--- config.mk ---
export PLATFORM = sky130hd
export DESIGN_NAME = usbms_dev_flat
export DESIGN_NICKNAME = d
export VERILOG_FILES = /design/src/design/usbms_pkg.sv /design/src/design/usbms_if.sv /design/src/design/usbms_dev.sv /design/src/flat_wrapper.sv
export SDC_FILE = /design/constraint.sdc
export NUM_CORES = 1
export LEC_CHECK = 0
export BUFFER_PORTS_ARGS = -buffer_cell sky130_fd_sc_hd__buf_4
export CELL_PAD_IN_SITES_DETAIL_PLACEMENT = 1
export CELL_PAD_IN_SITES_GLOBAL_PLACEMENT = 1
export CORE_MARGIN = 3
export CORE_UTILIZATION = 31
export DETAILED_ROUTE_END_ITERATION = 16
export PLACE_DENSITY_LB_ADDON = 0.1
export SYNTH_ARGS = -nofsm -noshare
export SYNTH_HDL_FRONTEND = slang
export SYNTH_SLANG_ARGS = --single-unit
--- constraint.sdc ---
create_clock -name sys_clk_i -period 4.1 [get_ports sys_clk_i]
set_clock_uncertainty 0.1 [all_clocks]
set_input_delay 0.205 -clock sys_clk_i [delete_from_list [all_inputs] [get_ports sys_clk_i]]
set_output_delay 0.205 -clock sys_clk_i [all_outputs]
set_load 0.02 [all_outputs]
--- src/design/usbms_pkg.sv ---
/*
  constants shared by the mode/setup-status device end and the driver end.
  assumes one 50 MHz clock and a synchronous active-high reset.
*/
package usbms_pkg;
  // ----------------------------------------------------------------
  // device register map
  // ----------------------------------------------------------------
  localparam logic [7:0] CFG_OFF = 8'h00;
  localparam logic [7:0] SAF_OFF = 8'h04;
  localparam int ROLE_LSB = 0;
  localparam int BORD_BIT = 2;
  localparam int SETUP_LOCKOUT_MODE_BIT_BIT = 3;
  localparam int STREAM_OFF_BIT_BIT = 4;
  localparam int NUM_EP = 4;
  localparam logic [1:0] ROLE_IDLE = 2'h0;
  localparam logic [1:0] ROLE_RSVD = 2'h1;
  localparam logic [1:0] ROLE_DEV = 2'h2;
  localparam logic [1:0] ROLE_HOST = 2'h3;
  localparam logic [31:0] CFG_RESET = 32'h0000_0000;
  localparam logic [3:0] SAF_RESET = 4'h0;
  // ----------------------------------------------------------------
  // driver register map
  // ----------------------------------------------------------------
  localparam logic [7:0] DRV_SETUP_OFF = 8'h00;
  localparam logic [7:0] DRV_ACK_OFF = 8'h04;
  localparam logic [7:0] DRV_STAT_OFF = 8'h08;
  localparam int DRV_GO_BIT = 8;
  localparam int DRV_BUSY_BIT = 8;
  localparam int DRV_DONE_BIT = 9;
  localparam int DRV_PEND_LSB = 12;
  typedef enum logic [5:0] {
    DS_IDLE = 6'h01,
    DS_RESET = 6'h02,
    DS_CFG = 6'h04,
    DS_POLL = 6'h08,
    DS_WAIT = 6'h10,
    DS_ACK = 6'h20
  } usbms_drv_state_t;
endpackage : usbms_pkg

--- src/design/usbms_if.sv ---
/*
  register link between the driver end and the mode/setup-status device.
  assumes both ends share sys_clk_i; read data one cycle after bus_rd.
*/
`timescale 1ns/1ps
interface usbms_if;
  logic [7:0] bus_addr;
  logic [31:0] bus_wdata;
  logic bus_wr;
  logic bus_rd;
  logic [31:0] bus_rdata;
  logic ctl_reset;

  modport dev (
    input bus_addr,
    input bus_wdata,
    input bus_wr,
    input bus_rd,
    output bus_rdata,
    input ctl_reset
  );
  modport drv (
    output bus_addr,
    output bus_wdata,
    output bus_wr,
    output bus_rd,
    input bus_rdata,
    output ctl_reset
  );
endinterface : usbms_if

--- src/design/usbms_dev.sv ---
/*
  device end: role/option register and per-endpoint setup arrival flags,
  plus the link-side effects of those options.
  assumes link-side inputs are on sys_clk_i; registers via usbms_if.dev.
*/
// The address map and the address-and-strobe port were chosen for this implementation.
// How it works
// - host plus stream-off: launch only when fifo full
// - device plus stream-off: no double priming
// - high-speed device stream-off answers every packet NYET
// - lockout mode bit one turns setup lockouts off
// - byte order bit picks little or big endian
// - register and structure layout ignore byte order
// - software must set the byte order bit
// - role field accepts one write per reset
// - software resets controller before changing role
// - role codes: idle, reserved, device, host
// - reset gives idle; software then sets role
// - setup on endpoint sets its arrival flag
// - writing one clears arrival flag after reading
// - arrival flags act only in device role
// - software should answer setups promptly
`timescale 1ns/1ps
module usbms_dev #(
  parameter int EP_W = 2
) (
  input wire logic sys_clk_i,
  input wire logic sys_rst_i,
  usbms_if.dev bus,
  input wire logic hs_mode_i,
  input wire logic tx_pkt_req_i,
  input wire logic tx_fifo_full_i,
  input wire logic rx_pkt_i,
  input wire logic setup_rx_i,
  input wire logic [EP_W-1:0] setup_ep_i,
  input wire logic [31:0] buf_data_i,
  output logic role_dev_o,
  output logic role_host_o,
  output logic tx_launch_o,
  output logic dbl_prime_en_o,
  output logic nyet_o,
  output logic lockout_on_o,
  output logic [3:0] setup_pending_o,
  output logic [31:0] buf_data_o
);
  // ----------------------------------------------------------------
  // state
  // ----------------------------------------------------------------
  logic [1:0] role;
  logic role_locked;
  logic stream_off_bit;
  logic setup_lockout_mode_bit;
  logic byte_order_select;
  logic [3:0] setup_flags;
  logic [31:0] rdata;

  // ----------------------------------------------------------------
  // decode
  // ----------------------------------------------------------------
  // controller reset from the command register clears like a power reset, except rdata, which only sys_rst_i clears
  wire rst_all = sys_rst_i | bus.ctl_reset;
  wire wr_cfg = bus.bus_wr && (bus.bus_addr == usbms_pkg::CFG_OFF);
  wire wr_saf = bus.bus_wr && (bus.bus_addr == usbms_pkg::SAF_OFF);
  wire rd_cfg = bus.bus_rd && (bus.bus_addr == usbms_pkg::CFG_OFF);
  wire rd_saf = bus.bus_rd && (bus.bus_addr == usbms_pkg::SAF_OFF);
  wire [1:0] wr_role = bus.bus_wdata[usbms_pkg::ROLE_LSB +: 2];
  wire is_dev = (role == usbms_pkg::ROLE_DEV);
  wire is_host = (role == usbms_pkg::ROLE_HOST);
  wire dev_stream_off_bit = is_dev && stream_off_bit;
  wire host_stream_off_bit = is_host && stream_off_bit;

  // set beats clear: an arrival in the ack cycle stays pending
  wire [3:0] set_vec = (setup_rx_i && is_dev) ?
    (4'h1 << setup_ep_i) : 4'h0;
  wire [3:0] clr_vec = wr_saf ?
    bus.bus_wdata[usbms_pkg::NUM_EP-1:0] : 4'h0;
  wire [3:0] next_setup_flags = (setup_flags & ~clr_vec) | set_vec;

  // fixed word layout whatever the byte order bit holds
  wire [31:0] cfg_word = {27'h0, stream_off_bit, setup_lockout_mode_bit,
    byte_order_select, role};
  wire [31:0] saf_word = {28'h0, setup_flags};
  wire [31:0] next_rdata = rd_cfg ? cfg_word :
    rd_saf ? saf_word : 32'h0;

  // only buffer payload is swapped, never registers or descriptors
  wire [31:0] swapped = {buf_data_i[7:0], buf_data_i[15:8],
    buf_data_i[23:16], buf_data_i[31:24]};
  wire [31:0] next_buf = byte_order_select ? swapped : buf_data_i;

  // ----------------------------------------------------------------
  // registers
  // ----------------------------------------------------------------
  always_ff @(posedge sys_clk_i) begin
    if (rst_all) begin
      role <= usbms_pkg::ROLE_IDLE;
      role_locked <= 1'b0;
      stream_off_bit <= usbms_pkg::CFG_RESET[usbms_pkg::STREAM_OFF_BIT_BIT];
      setup_lockout_mode_bit <= usbms_pkg::CFG_RESET[usbms_pkg::SETUP_LOCKOUT_MODE_BIT_BIT];
      byte_order_select <= usbms_pkg::CFG_RESET[usbms_pkg::BORD_BIT];
    end else if (wr_cfg) begin
      stream_off_bit <= bus.bus_wdata[usbms_pkg::STREAM_OFF_BIT_BIT];
      setup_lockout_mode_bit <= bus.bus_wdata[usbms_pkg::SETUP_LOCKOUT_MODE_BIT_BIT];
      byte_order_select <= bus.bus_wdata[usbms_pkg::BORD_BIT];
      // later role writes are dropped until the next reset
      if (!role_locked) begin
        role <= wr_role;
        role_locked <= 1'b1;
      end
    end
  end

  always_ff @(posedge sys_clk_i) begin
    if (rst_all) begin
      setup_flags <= usbms_pkg::SAF_RESET;
    end else begin
      setup_flags <= next_setup_flags;
    end
  end

  always_ff @(posedge sys_clk_i) begin
    if (sys_rst_i) begin
      rdata <= 32'h0;
    end else begin
      rdata <= next_rdata;
    end
  end
  assign bus.bus_rdata = rdata;

  // ----------------------------------------------------------------
  // link-side outputs
  // ----------------------------------------------------------------
  // one short flop per output so each reset value stays in sight
  // costs link time but a full fifo cannot underrun mid-packet
  wire next_tx_launch = tx_pkt_req_i &&
    (!host_stream_off_bit || tx_fifo_full_i);
  // stream-off trades throughput for a single buffer per direction
  wire next_dbl_prime_en = is_dev && !stream_off_bit;
  wire next_nyet = rx_pkt_i && hs_mode_i && dev_stream_off_bit;
  wire next_lockout_on = is_dev && !setup_lockout_mode_bit;
  // flags are hidden from the link outside device role
  wire [3:0] next_setup_pending = is_dev ? setup_flags : 4'h0;

  always_ff @(posedge sys_clk_i) begin
    if (rst_all) begin
      role_dev_o <= 1'b0;
    end else begin
      role_dev_o <= is_dev;
    end
  end

  always_ff @(posedge sys_clk_i) begin
    if (rst_all) begin
      role_host_o <= 1'b0;
    end else begin
      role_host_o <= is_host;
    end
  end

  always_ff @(posedge sys_clk_i) begin
    if (rst_all) begin
      tx_launch_o <= 1'b0;
    end else begin
      tx_launch_o <= next_tx_launch;
    end
  end

  always_ff @(posedge sys_clk_i) begin
    if (rst_all) begin
      dbl_prime_en_o <= 1'b0;
    end else begin
      dbl_prime_en_o <= next_dbl_prime_en;
    end
  end

  // one-cycle pulse for each received packet in high-speed device stream-off
  always_ff @(posedge sys_clk_i) begin
    if (rst_all) begin
      nyet_o <= 1'b0;
    end else begin
      nyet_o <= next_nyet;
    end
  end

  always_ff @(posedge sys_clk_i) begin
    if (rst_all) begin
      lockout_on_o <= 1'b0;
    end else begin
      lockout_on_o <= next_lockout_on;
    end
  end

  always_ff @(posedge sys_clk_i) begin
    if (rst_all) begin
      setup_pending_o <= 4'h0;
    end else begin
      setup_pending_o <= next_setup_pending;
    end
  end

  always_ff @(posedge sys_clk_i) begin
    if (rst_all) begin
      buf_data_o <= 32'h0;
    end else begin
      buf_data_o <= next_buf;
    end
  end
endmodule : usbms_dev

--- src/flat_wrapper.sv ---
// flat-port wrapper written by rule: the top's interface ports become plain ports
module usbms_dev_flat 
#(
  parameter int EP_W = 2
)
  (sys_clk_i, sys_rst_i, hs_mode_i, tx_pkt_req_i, tx_fifo_full_i, rx_pkt_i, setup_rx_i, setup_ep_i, buf_data_i, role_dev_o, role_host_o, tx_launch_o, dbl_prime_en_o, nyet_o, lockout_on_o, setup_pending_o, buf_data_o, bus_bus_addr, bus_bus_wdata, bus_bus_wr, bus_bus_rd, bus_bus_rdata, bus_ctl_reset);
  usbms_if bus_i ();
  input wire logic sys_clk_i;
  input wire logic sys_rst_i;
  input wire logic hs_mode_i;
  input wire logic tx_pkt_req_i;
  input wire logic tx_fifo_full_i;
  input wire logic rx_pkt_i;
  input wire logic setup_rx_i;
  input wire logic [EP_W-1:0] setup_ep_i;
  input wire logic [31:0] buf_data_i;
  output logic role_dev_o;
  output logic role_host_o;
  output logic tx_launch_o;
  output logic dbl_prime_en_o;
  output logic nyet_o;
  output logic lockout_on_o;
  output logic [3:0] setup_pending_o;
  output logic [31:0] buf_data_o;
  input wire logic [$bits(bus_i.bus_addr)-1:0] bus_bus_addr;
  input wire logic [$bits(bus_i.bus_wdata)-1:0] bus_bus_wdata;
  input wire logic [$bits(bus_i.bus_wr)-1:0] bus_bus_wr;
  input wire logic [$bits(bus_i.bus_rd)-1:0] bus_bus_rd;
  output wire logic [$bits(bus_i.bus_rdata)-1:0] bus_bus_rdata;
  input wire logic [$bits(bus_i.ctl_reset)-1:0] bus_ctl_reset;
  assign bus_i.bus_addr = bus_bus_addr;
  assign bus_i.bus_wdata = bus_bus_wdata;
  assign bus_i.bus_wr = bus_bus_wr;
  assign bus_i.bus_rd = bus_bus_rd;
  assign bus_bus_rdata = bus_i.bus_rdata;
  assign bus_i.ctl_reset = bus_ctl_reset;
  usbms_dev #(.EP_W(EP_W)) u_core (.sys_clk_i(sys_clk_i), .sys_rst_i(sys_rst_i), .bus(bus_i), .hs_mode_i(hs_mode_i), .tx_pkt_req_i(tx_pkt_req_i), .tx_fifo_full_i(tx_fifo_full_i), .rx_pkt_i(rx_pkt_i), .setup_rx_i(setup_rx_i), .setup_ep_i(setup_ep_i), .buf_data_i(buf_data_i), .role_dev_o(role_dev_o), .role_host_o(role_host_o), .tx_launch_o(tx_launch_o), .dbl_prime_en_o(dbl_prime_en_o), .nyet_o(nyet_o), .lockout_on_o(lockout_on_o), .setup_pending_o(setup_pending_o), .buf_data_o(buf_data_o));
endmodule
==> summary.txt <==
Clock network
  – H-tree depth: 3
  – Clock Latency Late Sink: 0.34 ns
  – CTS buffer count: 9
  – CTS tree: done
  – Clk sinks: 57
  – Longest Clk Path Bufs: 2
  – Resized cells post-CTS: 0
  – Clock slew at reported path FFs: 0.07 ns
  – Root Driver: clkbuf_8

Yosys
  – Sequential area share after synthesis: 50.0%
  – Adder-Cell Fraction of Synth Area: 0%
  – Number of library cell types mapped by synthesis: 28
  – Cell Area, Synth: 0.00228 mm^2
  – Post-synthesis simple-gate area fraction: 16.8%
  – Multiplexer share of the synthesized area: 15.8%
  – Yosys warns: 0
  – #FFs+latches synth: 57
  – Synth Area in Compound Gates: 5.32%
  – Largest family of logic cells by synthesized area: simple AND/OR/NAND/NOR gates
  – Avg Cell Area, Syn: 9.96 um^2
  – XOR/XNOR Fraction of Synth Area: 0%
  – Mapped Cells: 229

GRT
  – Vias in the first global route: 1,898
  – Grt total ovfl: 0
  – Initial antenna violation count: 0
  – Gr usage total: 14.7%
  – Pin count of the biggest net entering global routing: between 40 and 50
  – First-pass GRT wire length: between 9 and 10 mm

Power
  – Max VDD drop: about 0.17 mV
  – Comb power frac: 11.3%
  – Cell-internal power: ~0.99 mW
  – Sw frac: 24.4%
  – Sequential Power Share: 43.3%
  – Clock power share: 45.3%
  – P_leak: 1.45 nW
  – P_sw: ~0.32 mW
  – Pwr/cell area: 395 mW/mm^2

Routing
  – Via count: 1,937
  – Avg Vias per Cell: 4.41
  – DR iter-0 viols: 33
  – Drt drc: 0
  – Antenna Nets Post-Route: 0
  – WL/cell: 13.8 um
  – Initial DRT Pass Iterations: 4
  – Final wirelength: 6.05 mm

Place
  – Placed Cells: 414
  – GPL Wtd Cong: 0.770
  – Placed wire-length estimate: 4.43 mm
  – PortBufs: 103
  – Place WS: roughly 2.4 ns
  – Placement Cell Area: approximately 0.003 mm^2

Run
  – Max-cap violations: 0

Final layout
  – Design area: 0.00333 mm^2
  – Layout Cells excl Fill: 439
  – Layout area overhead: 45.9%
  – Most common cell after layout, fill and taps aside: buf_4
  – Most frequent cells in the layout: 103 x buf_4, 56 x dfxtp_1, 42 x nor2_1, 36 x mux2i_1, 27 x conb_1
  – Ant diodes: 0
  – Share of cells above drive strength 1: a little over a third
  – NumNets Final: 422

Critical path
  – Critical Path RT: 4.20 ns
  – WS Path Type: reg2reg
  – Critical path arrival: between 2 and 2.5 ns
  – Crit start category: flip-flop
  – CP endpoint kind: flip-flop
  – CP Max Fanout: 34

Timing
  – Final Critical Period: 2.11 ns
  – Fmax: 474 MHz
  – Final slew viol count: 0
  – Final Worst Setup Slack: 1.99 ns
  – Max_slew headroom: about 33%
  – RSZ-0062 raised after global routing: false
  – Setup TNS: 0 ns
  – Worst slew pin tran: between 1 and 1.5 ns
  – # setup viols final: 0
  – Hold Fails Final Rpt: 0
  – Fin crit share: 51.4%

Floorplan
  – IO Count: 158
  – Die Y: 91.8 um
  – Initial Util: 32.8%
  – CORE AREA: approximately 0.0069 mm^2
  – # rows: 30
  – Die width: 91.8 um
  – Full die area: about 0.0084 mm^2

Worst hold path
  – Hold/Removal Path Class: in2reg

Run status
  – Outcome: complete, no violations
state kept, by name, indices dropped and copies added (netlist names), 2 cells and up:
| name | flops |
|---|---|
| u_core.buf_data_o | 32 |
| u_core.setup_pending_o | 4 |
| u_core.role | 2 |
| u_core.bus.bus_rdata | 5 |
| u_core.setup_flags | 4 |
Yosys cell counts:
master	number	area (um^2)
mux2i_1	36	360
buf_2	4	20.0
clkbuf_1	8	30.0
a21oi_1	9	45.0
o41ai_1	2	17.5
nor4b_2	1	15.0
o31ai_1	7	52.6
dfxtp_1	57	1140
buf_6	1	11.3
nor4_1	1	6.26
nand2_1	6	22.5
nand4b_1	2	17.5
nor2b_1	1	6.26
or2_2	1	6.26
nand2b_1	1	6.26
or4_4	1	11.3
and3_1	6	37.5
inv_1	2	7.51
nor2_1	42	158
nand3_1	2	10.0
nand4_1	6	37.5
buf_4	27	203
or4b_1	1	10.0
nor3b_1	1	7.51
nor4_4	1	21.3
nor4bb_1	1	10.0
a31oi_1	1	6.26
conb_1	1	3.75
final cells by class:
cell class	count	area, um^2
Multi-Input combinational cell	156	966
Sequential cell	57	1140
Clock buffer	10	138
Inverter	2	7.51
Tap cell	96	120
Fill cell	824	3620
Clock inverter	6	91.3
Timing Repair Buffer	112	863
cells by family (layout without fill, tap and decap cells):
| group | Yosys count | after routing |
|---|---|---|
| compound gates | 19 | 19 |
| buf+inv | 42 | 130 |
| flops | 57 | 57 |
| mux | 36 | 36 |
| other cells | 1 | 27 |
| simple gates | 74 | 74 |
stage by stage:
step / hold slack (ns) / power, mW / utilization [%]
5_1_grt: 0.00100 / 1.37 / 47.9
6_report: 0.00842 / 1.31 / 47.9
3_5_place_dp: 0.340 / 0.726 / 43.3
2_1_floorplan: 0.241 / 0.670 / -
3_3_place_gp: 0.336 / 0.723 / 43.3
4_1_cts: 0.000433 / 1.33 / 47.5
power by group through the flow:
stage | logic [mW] | registers [mW] | clock network (mW)
2_1_floorplan | 0.0713 | 0.599 | 0
3_3_place_gp | 0.141 | 0.582 | 0
3_5_place_dp | 0.143 | 0.583 | 0
4_1_cts | 0.148 | 0.570 | 0.612
5_1_grt | 0.163 | 0.571 | 0.641
6_report | 0.149 | 0.570 | 0.596
layer usage:
metal	vias up	global-route usage, %	wire (um)
li1	955	-	-
met1	885	17.9	2570
met2	84	22.5	2840
met3	13	5.91	492
met4	0	6.81	146
met5	-	0	0
path summary, 6_finish.rpt:
check / endpoint / depth (start not counted) / start / slack (ns)
min: u_core.buf_data_o[19]$_SDFF_PP0_ / 3 / buf_data_i[19] / 0.008
min reg2reg: u_core.lockout_on_o$_SDFF_PP0_ / 1 / u_core.setup_lockout_mode_bit$_SDFFE_PP0P_ / 0.36
max: u_core.buf_data_o[2]$_SDFF_PP0_ / 3 / u_core.byte_order_select$_SDFFE_PP0P_ / 1.99
max reg2reg: u_core.buf_data_o[2]$_SDFF_PP0_ / 3 / u_core.byte_order_select$_SDFFE_PP0P_ / 1.99
worst max-delay path, stage by stage (launching register included):
cell,delay (ns)
dfxtp_2,0.99
mux2i_1,0.26
dlygate4sd3_1,0.57
nor2_1,0.04
timing repair:
item	in CTS	in global routing
hold buffers	6	3
hold endpoints to repair	4	2
buffers inserted	0	0
(Power assumes the default switching activity.)
